$ cat config.mk
export PLATFORM = sky130hd
export DESIGN_NAME = periodic_tick_counter
export DESIGN_NICKNAME = d
export VERILOG_FILES = /design/src/verilog/tick_pkg.sv /design/src/verilog/periodic_tick_counter.sv
export SDC_FILE = /design/constraint.sdc
export NUM_CORES = 1
export LEC_CHECK = 0
export BUFFER_PORTS_ARGS = -buffer_cell sky130_fd_sc_hd__buf_4
export CORE_ASPECT_RATIO = 1.5
export CORE_MARGIN = 8
export CORE_UTILIZATION = 33
export DETAILED_ROUTE_END_ITERATION = 10
export PLACE_DENSITY = 0.53
export SYNTH_ARGS = -nofsm -noshare
export SYNTH_HDL_FRONTEND = slang
export SYNTH_SLANG_ARGS = --single-unit
$ cat constraint.sdc
create_clock -name clk_i -period 2.73 [get_ports clk_i]
set_input_delay 0.273 -clock clk_i [delete_from_list [all_inputs] [get_ports clk_i]]
set_output_delay 0.273 -clock clk_i [all_outputs]
set_load 0.02 [all_outputs]
$ cat src/verilog/tick_pkg.sv
package tick_pkg;
   localparam int ADR_W = 4;
   localparam int CNT_W = 8;
   localparam int PRE_W = 18;
   localparam logic [ADR_W-1:0] STATUS_CONTROL_OFS = 4'h0;
   localparam logic [ADR_W-1:0] COUNT_VALUE_OFS = 4'h4;
   localparam logic [ADR_W-1:0] MATCH_LIMIT_OFS = 4'h8;
   localparam int FLAG_BIT = 7;
   localparam int SRC_HI = 6;
   localparam int SRC_LO = 5;
   localparam int IRQ_EN_BIT = 4;
   localparam int DIV_HI = 3;
   localparam logic [1:0] SRC_LPO = 2'h0;
   localparam logic [1:0] SRC_EXT = 2'h1;
   localparam logic [3:0] DIV_OFF = 4'h0;
   localparam logic [CNT_W-1:0] CNT_RESET = 8'h00;
   localparam logic [CNT_W-1:0] LIMIT_RESET = 8'h00;
   localparam logic [PRE_W-1:0] PRE_ZERO = 18'h00000;

   typedef struct packed {
      logic cyc;
      logic stb;
      logic we;
      logic [ADR_W-1:0] adr;
      logic [3:0] sel;
      logic [31:0] dat;
   } wb_req_t;

   typedef struct packed {
      logic ack;
      logic [31:0] dat;
   } wb_rsp_t;

   typedef struct packed {
      logic low_power_osc_clock;
      logic external_ref_clock;
      logic internal_ref_clock;
   } tick_sources_t;
endpackage : tick_pkg
$ cat src/verilog/periodic_tick_counter.sv
`timescale 1ns/1ps
// Operation
// - Eight-bit up-counter fed by prescaler, compared against eight-bit limit.
// - Count up each tick until equal to limit, then wrap to zero.
// - Match flag sets on the wrap from limit to zero.
// - Limit zero sets the match flag on every prescaler tick.
// - Writing one to flag clears flag and request; zero leaves it.
// - Interrupt request is flag and enable both set.
// - Reset: counter, limit, divider, flag, enable, source all cleared.
// - Source 00 low-power oscillator, 01 external reference, 1x internal reference.
// - Changing the source select clears prescaler and counter.
// - Changing the divider select clears prescaler and counter.
// - Divider code zero stops the prescaler; nonzero starts it.
// - Source low bit 0: binary and decimal divide table, low set.
// - Source low bit 1: binary and decimal divide table, high set.
// - Any limit write clears prescaler and counter.
// - Count register reads live count and ignores writes.
// - Debug halt suspends counting; resumes from held value afterwards.
// - In deep stop only the low-power oscillator may drive counting.
module periodic_tick_counter (
   input wire logic clk_i,
   input wire logic rst_i,
   input wire tick_pkg::wb_req_t wb_req_i,
   output tick_pkg::wb_rsp_t wb_rsp_o,
   input wire tick_pkg::tick_sources_t sources_i,
   input wire logic debug_active_i,
   input wire logic deep_stop_i,
   output logic tick_irq_o
);
   logic [tick_pkg::CNT_W-1:0] count;
   logic [tick_pkg::CNT_W-1:0] limit;
   logic [tick_pkg::PRE_W-1:0] pre_count;
   logic [1:0] source_sel;
   logic [3:0] divider_sel;
   logic match_flag;
   logic irq_en;
   logic src_prev;
   logic ack;
   logic [31:0] rd_data;

   logic [tick_pkg::CNT_W-1:0] next_count;
   logic [tick_pkg::CNT_W-1:0] next_limit;
   logic [tick_pkg::PRE_W-1:0] next_pre_count;
   logic [1:0] next_source_sel;
   logic [3:0] next_divider_sel;
   logic next_match_flag;
   logic next_irq_en;
   logic next_ack;
   logic [31:0] next_rd_data;

   logic src_level;
   logic src_edge;
   logic pre_tick;
   logic bus_access;
   logic wr_lane;
   logic wr_status;
   logic wr_limit;
   logic clear_counters;
   logic [tick_pkg::PRE_W-1:0] div_value;

   // Divide ratio; zero means prescaler off
   function automatic logic [tick_pkg::PRE_W-1:0] divide_ratio(input logic high_set,
                                                               input logic [3:0] code);
      logic [tick_pkg::PRE_W-1:0] r;
      r = tick_pkg::PRE_ZERO;
      if (!high_set) begin
         unique case (code)
            4'h0: r = 18'h00000;
            4'h1: r = 18'h00008;
            4'h2: r = 18'h00020;
            4'h3: r = 18'h00040;
            4'h4: r = 18'h00080;
            4'h5: r = 18'h00100;
            4'h6: r = 18'h00200;
            4'h7: r = 18'h00400;
            4'h8: r = 18'h00001;
            4'h9: r = 18'h00002;
            4'hA: r = 18'h00004;
            4'hB: r = 18'h0000A;
            4'hC: r = 18'h00010;
            4'hD: r = 18'h00064;
            4'hE: r = 18'h001F4;
            4'hF: r = 18'h003E8;
         endcase
      end else begin
         unique case (code)
            4'h0: r = 18'h00000;
            4'h1: r = 18'h00400;
            4'h2: r = 18'h00800;
            4'h3: r = 18'h01000;
            4'h4: r = 18'h02000;
            4'h5: r = 18'h04000;
            4'h6: r = 18'h08000;
            4'h7: r = 18'h10000;
            4'h8: r = 18'h003E8;
            4'h9: r = 18'h007D0;
            4'hA: r = 18'h01388;
            4'hB: r = 18'h02710;
            4'hC: r = 18'h04E20;
            4'hD: r = 18'h0C350;
            4'hE: r = 18'h186A0;
            4'hF: r = 18'h30D40;
         endcase
      end
      return r;
   endfunction : divide_ratio

   // Source clocks arrive as levels synchronous to clk_i, so an edge
   // detector is enough; a true async source would need a synchroniser here
   always_comb begin
      if (source_sel[1]) begin
         src_level = sources_i.internal_ref_clock;
      end else if (source_sel == tick_pkg::SRC_EXT) begin
         src_level = sources_i.external_ref_clock;
      end else begin
         src_level = sources_i.low_power_osc_clock;
      end
   end

   assign div_value = divide_ratio(source_sel[0], divider_sel);
   // edges counted in the bus domain
   assign src_edge = src_level && !src_prev && !debug_active_i
                     && !(deep_stop_i && source_sel != tick_pkg::SRC_LPO)
                     && divider_sel != tick_pkg::DIV_OFF;
   // Ratio minus one: the tick lands on the edge that completes the ratio
   assign pre_tick = src_edge && (pre_count == div_value - 18'h00001);

   assign bus_access = wb_req_i.cyc && wb_req_i.stb;
   // Writes land on the ack edge, the one at which the master samples the answer
   assign wr_lane = bus_access && ack && wb_req_i.we && wb_req_i.sel[0];
   assign wr_status = wr_lane && wb_req_i.adr == tick_pkg::STATUS_CONTROL_OFS;
   assign wr_limit = wr_lane && wb_req_i.adr == tick_pkg::MATCH_LIMIT_OFS;
   // A clearing write outranks a tick in the same cycle
   assign clear_counters = wr_limit
      || (wr_status && wb_req_i.dat[tick_pkg::SRC_HI:tick_pkg::SRC_LO] != source_sel)
      || (wr_status && wb_req_i.dat[tick_pkg::DIV_HI:0] != divider_sel);

   always_comb begin
      next_count = count;
      next_pre_count = pre_count;
      next_limit = limit;
      next_source_sel = source_sel;
      next_divider_sel = divider_sel;
      next_irq_en = irq_en;
      next_match_flag = match_flag;
      // Cleared first so a wrap in the same cycle still sets it
      if (wr_status && wb_req_i.dat[tick_pkg::FLAG_BIT]) begin
         next_match_flag = 1'b0;
      end
      if (clear_counters) begin
         next_count = tick_pkg::CNT_RESET;
         next_pre_count = tick_pkg::PRE_ZERO;
      end else if (src_edge) begin
         if (pre_tick) begin
            next_pre_count = tick_pkg::PRE_ZERO;
            if (count == limit) begin
               next_count = tick_pkg::CNT_RESET;
               next_match_flag = 1'b1;
            end else begin
               next_count = count + 8'h01;
            end
         end else begin
            next_pre_count = pre_count + 18'h00001;
         end
      end
      if (wr_status) begin
         next_source_sel = wb_req_i.dat[tick_pkg::SRC_HI:tick_pkg::SRC_LO];
         next_divider_sel = wb_req_i.dat[tick_pkg::DIV_HI:0];
         next_irq_en = wb_req_i.dat[tick_pkg::IRQ_EN_BIT];
      end
      if (wr_limit) begin
         next_limit = wb_req_i.dat[tick_pkg::CNT_W-1:0];
      end
   end

   always_comb begin
      next_ack = bus_access && !ack;
      next_rd_data = rd_data;
      // Captured when the request is first seen; the count may move before ack
      if (bus_access && !ack) begin
         unique case (wb_req_i.adr)
            tick_pkg::STATUS_CONTROL_OFS:
               next_rd_data = {24'h000000, match_flag, source_sel, irq_en, divider_sel};
            tick_pkg::COUNT_VALUE_OFS: next_rd_data = {24'h000000, count};
            tick_pkg::MATCH_LIMIT_OFS: next_rd_data = {24'h000000, limit};
            default: next_rd_data = 32'h00000000;
         endcase
      end
   end

   always_ff @(posedge clk_i) begin
      if (rst_i) begin
         count <= tick_pkg::CNT_RESET;
         limit <= tick_pkg::LIMIT_RESET;
         pre_count <= tick_pkg::PRE_ZERO;
         source_sel <= tick_pkg::SRC_LPO;
         divider_sel <= tick_pkg::DIV_OFF;
         match_flag <= 1'b0;
         irq_en <= 1'b0;
         src_prev <= 1'b0;
         ack <= 1'b0;
         rd_data <= 32'h00000000;
      end else begin
         count <= next_count;
         limit <= next_limit;
         pre_count <= next_pre_count;
         source_sel <= next_source_sel;
         divider_sel <= next_divider_sel;
         match_flag <= next_match_flag;
         irq_en <= next_irq_en;
         src_prev <= src_level;
         ack <= next_ack;
         rd_data <= next_rd_data;
      end
   end

   assign tick_irq_o = match_flag && irq_en;
   assign wb_rsp_o = '{ack: ack, dat: rd_data};
endmodule : periodic_tick_counter

==> results of run 1 <==
[repair_timing]
action | 4_1_cts | 5_1_grt
resized for setup | 5 | 41
endpoints found under the setup margin | 27 | 27
hold buffers | 0 | 0
pin swaps | 10 | 24
gates cloned | 0 | 1
setup buffers | 1 | 8
[layout make-up]
type | count | area, um2 | area share (%)
multi-input cells | 473 | 3170 | 50.6
clock inverters | 5 | 38.8 | 0.620
inverters | 19 | 71.3 | 1.14
repair buffers | 113 | 910 | 14.6
flip-flops and latches | 78 | 1570 | 25.1
clock buffers | 11 | 253 | 4.04
well taps | 196 | 245 | 3.92
[layout by cell type, fill, tap and decap left out, types with 3 or more instances in the layout]
master / n
buf_4: 105
dfxtp_1: 75
nor2_1: 72
nand2_1: 66
mux2i_1: 30
conb_1: 24
nand3_1: 23
o21ai_0: 23
xor2_1: 23
xnor2_1: 21
inv_1: 19
a21oi_1: 17
nor3_1: 14
clkbuf_16: 10
nand2b_1: 9
nor4_1: 9
or2_2: 8
a22oi_1: 8
ha_1: 8
nand3b_1: 7
nand4_1: 6
o22ai_1: 6
buf_6: 5
o211ai_1: 4
o21ai_1: 4
nor3b_1: 4
a41oi_2: 4
o21bai_1: 4
and2_1: 3
and3_1: 3
or3_1: 3
inv_6: 3
[through the flow]
| stage | std cells | utilization, % | hold slack (ps) | area [um2] | setup slack, ps |
|---|---|---|---|---|---|
| 3_3_place_gp | 869 | 39.2 | 495 | 5640 | -164 |
| 5_1_grt | 895 | 43.4 | 177 | 6250 | -268 |
| 4_1_cts | 886 | 41.4 | 162 | 5960 | -168 |
| 6_report | 895 | 43.4 | 178 | 6250 | -145 |
| 2_1_floorplan | 623 | - | 417 | 4930 | -71.1 |
| 3_5_place_dp | 869 | 39.2 | 500 | 5640 | -187 |
[power by group through the flow]
stage / logic [uW] / clock network, uW / registers (uW)
6_report: 119 / 1190 / 1140
5_1_grt: 127 / 1250 / 1140
4_1_cts: 106 / 1210 / 1140
3_5_place_dp: 106 / 0 / 1170
3_3_place_gp: 105 / 0 / 1170
2_1_floorplan: 89.9 / 0 / 1170
[routing by layer]
| layer | track usage, % | up-vias | part of all wire [%] |
|---|---|---|---|
| met4 | 8.15 | 0 | 3.2 |
| li1 | - | 2243 | - |
| met3 | 2.06 | 23 | 2.8 |
| met2 | 29.1 | 80 | 56 |
| met1 | 14.1 | 2116 | 38 |
| met5 | 0 | - | 0 |
[path summary, 6_finish.rpt]
check	cells past startpoint	to
setup / recovery	8	count[0]
hold reg to reg	2	rd_data[5]
setup reg to reg	8	count[0]
hold / removal	3	limit[7]
[logic make-up (layout without fill, tap and decap cells)]
kind of cell	Yosys count	in the layout	share of synthesized area, %
buffers and inverters	72	148	7.97
other	1	24	0.0781
xor gates and xnor gates	47	47	8.57
AOI/OAI and AO/OA	110	110	15.8
and+or+nand+nor	249	249	25.5
adders and majority gates	9	9	2.34
DFF	78	78	32.5
muxes	34	34	7.21
[critical path, stage by stage, from the launching register on]
cell and delay [ps]:
dfxtp_2 320, or3_4 390, o31a_1 300, or4_4 580, mux2_4 330, o221ai_4 170, o211ai_2 120, or4b_1 490
a21oi_2 120
==> impl_metrics.toml, run 1 <==
[die]
die_x_um = 115
die-area_mm2 = 0.0188
io_pins = 84
rows = 54
core_area_mm2 = 0.0144
die_h_um = 164
initial_core_util_pct = 33.4

[yosys]
synth.top_cell.area_share_pct = 32.5
synth_flop_cell = "dfxtp_1"
synth-edff-count = 0
ys_seq_area_share_pct = 32.5
synth.most_common_cell = "dfxtp_1"
ys_types = 68
synth_warnings = 0
ys_ff_latch = 78
yosysTopAreaCell = "dfxtp_1"
syn_inst = 600
avgSynthCellArea_um2 = 8.01
yosys-top-cells-count = "dfxtp_1, nor2_1, nand2_1, mux2i_1, buf_4"
async_flop_share_pct = 0
synth_area_leaders = "dfxtp_1, mux2i_1, nor2_1"
synthesis.area_mm2 = 0.00480

[drt]
vias = 4462
route.detailed.drc = 0
viasPerCell = 4.99
antenna_left = 0
finalWirelength_um = 14000
drt_iter0_markers = 173
drt-wirelength-per-cell_um = 15.6
drt-pass1-iter-count = 4

[pwr]
seq_power_share_pct = 46.6
finalPower_uw = 2440
clock_power_share_pct = 48.5
power.leakage_uw = 0.00257
powerDensity_mw_per_mm2 = 391
sw_frac_of_total_pct = 24.0
p_int_uw = 1860
ir_drop_mv = 0.235
power_frac_comb_pct = 4.9
switching_power_uw = 587

[clocking]
cts.sink_count = 78
insertion_delay_ps = 340
cts_tree = "done"
root_buffer = "clkbuf_16"
cts_buffer_depth = 2
clk_pin_slew_ps = 70
htreeDepth = 3
cts_inserted_buffers = 9

[global_routing]
grt_usage_pct = 14.7
grt_antenna_before_repair = 0
grt_first_pass_wirelength_um = 21700
grt_max_degree = 30
grt_overflow_total = 0
grt_pass1_vias = 4425

[cells_and_area]
num-nets-final = 753
insertedDiodeCount = 0
drive_gt1_share_pct = 25.8
fillers = 1442
area_delta_synth_final_pct = 30.1

[worst_setup_path]
start_kind = "register"
cp_data_arrival_time_ps = 3150
r2r_slack_ps = -150
crit_type = "reg2reg"
cp.required_ps = 3000
crit_path_end_kind = "register"
path_max_fanout = 3

[timing]
fin_ws_ps = -145
hold_viol = 0
fin_crit_ps = 2880
rsz0062_at_grt = "yes"
slew_violations = 0
tightest_slew_ps = 617
skew_ps = 9.00
fin_crit_sh_pct = 105
setup_viol = 26
slew_headroom_pct = 58.7
clock.fmax_mhz = 348
tns_ps = -2190

[min_path]
holdCritStartpoint = "wb_req_i[7]"
min_path_type = "in2reg"

[status]
status = "complete, but fails checks"
violations = "setup timing"

[place]
io_buffer_count = 32
dpl.hpwl_um = 11000
place_congestion = 0.884

[job]
maxCapViolations = 0
No activity file was read; power rests on OpenSTA's default activity.
==> run 2: changes to the inputs <==
HOLD_SLACK_MARGIN = 0.02   (was default)
PLACE_DENSITY = 0.64   (was 0.53)
==> impl_metrics.toml, run 2 (synthesized netlist as in run 1, its figures left out) <==
[status]
status = "complete, but fails checks"
violations = "setup timing"

[timing]
rsz0062_at_grt = "yes"
slew_headroom_pct = 57.2
hold_viol = 0
fin_ws_ps = -144
tns_ps = -2940
clock.fmax_mhz = 348
tightest_slew_ps = 641
whs_ps = 183
setup_viol = 27
fin_crit_sh_pct = 105
slew_violations = 0
fin_crit_ps = 2870
skew_ps = 10.8

[die]
die_x_um = 115
rows = 54
io_pins = 84
die_h_um = 164
core_area_mm2 = 0.0144
die-area_mm2 = 0.0188
initial_core_util_pct = 33.4

[drt]
viasPerCell = 5.00
antenna_left = 0
drt_iter0_markers = 230
vias = 4429
route.detailed.drc = 0
drt-wirelength-per-cell_um = 14.5
finalWirelength_um = 12900
drt-pass1-iter-count = 5

[pwr]
p_int_uw = 1900
seq_power_share_pct = 45.8
ir_drop_mv = 0.235
switching_power_uw = 587
power_frac_comb_pct = 4.4
power.leakage_uw = 0.00251
clock_power_share_pct = 49.8
powerDensity_mw_per_mm2 = 403
sw_frac_of_total_pct = 23.6

[clocking]
cts_inserted_buffers = 9
root_buffer = "clkbuf_16"
clk_pin_slew_ps = 70
htreeDepth = 3
insertion_delay_ps = 340
cts_buffer_depth = 2
cts.sink_count = 78
cts_tree = "done"

[place]
io_buffer_count = 32
dpl.hpwl_um = 9990
place_congestion = 0.865

[cells_and_area]
insertedDiodeCount = 0
final_cell_mix = "buf_4, dfxtp_1, nor2_1, nand2_1, mux2i_1"
drive_gt1_share_pct = 24.5
area_delta_synth_final_pct = 28.4
mostFrequentLayoutCell = "buf_4"
num-nets-final = 744

[job]
maxCapViolations = 0

[global_routing]
grt_usage_pct = 14.0
use_met3_pct = 1.95
grt_overflow_total = 0
grt_antenna_before_repair = 0
grt_pass1_vias = 4384
met2_usage_pct = 26.2
use_met1_pct = 14.2
grt_first_pass_wirelength_um = 21100
busiest_layer = "met2"
grt_max_degree = 30

[worst_setup_path]
path_max_fanout = 3
crit_path_end_kind = "register"
cp.required_ps = 3000
crit_type = "reg2reg"
cp_data_arrival_time_ps = 3140
start_kind = "register"

[min_path]
holdCritStartpoint = "wb_req_i[4]"
min_path_type = "in2reg"
==> run 2: routing by layer <==
metal  routed length, um  share of wire, %
met1                5040                39
met2                6920                54
met3                 302               2.3
met4                 609               4.7
met5                   0                 0
==> run 2: metrics by stage <==
step	area, um2	std cells	total power (uW)	setup WS (ps)	util, %
after global routing	6170	886	2560	-263	42.9
final	6170	886	2480	-144	42.9
after floorplan	4930	623	1260	-71.1	-
after CTS	6030	885	2500	-138	41.9
after detailed placement	5630	866	1270	-168	39.1
after global placement	5630	866	1270	-133	39.1
==> run 2: final timing paths <==
kind / end / slack [ps] / cells after the start
max: count[1] / -140 / 9
min: limit[4] / 180 / 3
max reg2reg: count[1] / -140 / 9
min reg2reg: rd_data[0] / 520 / 2
==> run 2: area by class of cell <==
type	instances	area, um2
Inverter	19	71.3
Timing Repair Buffer	104	825
Tap cell	196	245
Clock buffer	9	225
Clock inverter	7	80.1
Fill cell	1432	8220
Multi-Input combinational cell	473	3150
Sequential cell	78	1570
==> run 2: timing repair <==
action / CTS / global route
setup buffers: 3 / 1
pin swaps: 6 / 9
setup endpoints to repair: 27 / 39
hold buffers: 0 / 0
gates resized for setup: 15 / 25
==> run 2: power groups by stage <==
stage	clock network, uW	logic [uW]	registers (uW)
floorplan	0	89.9	1170
global placement	0	106	1170
detailed placement	0	106	1170
CTS	1260	107	1140
global route	1310	118	1140
finish	1240	109	1140
==> run 2: worst max-delay path: stages (launching register included) <==
cell	delay (ps)
dfxtp_2	310
or3_4	380
o31a_1	290
or4_4	550
mux2_4	330
o221ai_4	190
o211ai_2	120
buf_4	150
or3_1	330
a21oi_1	140
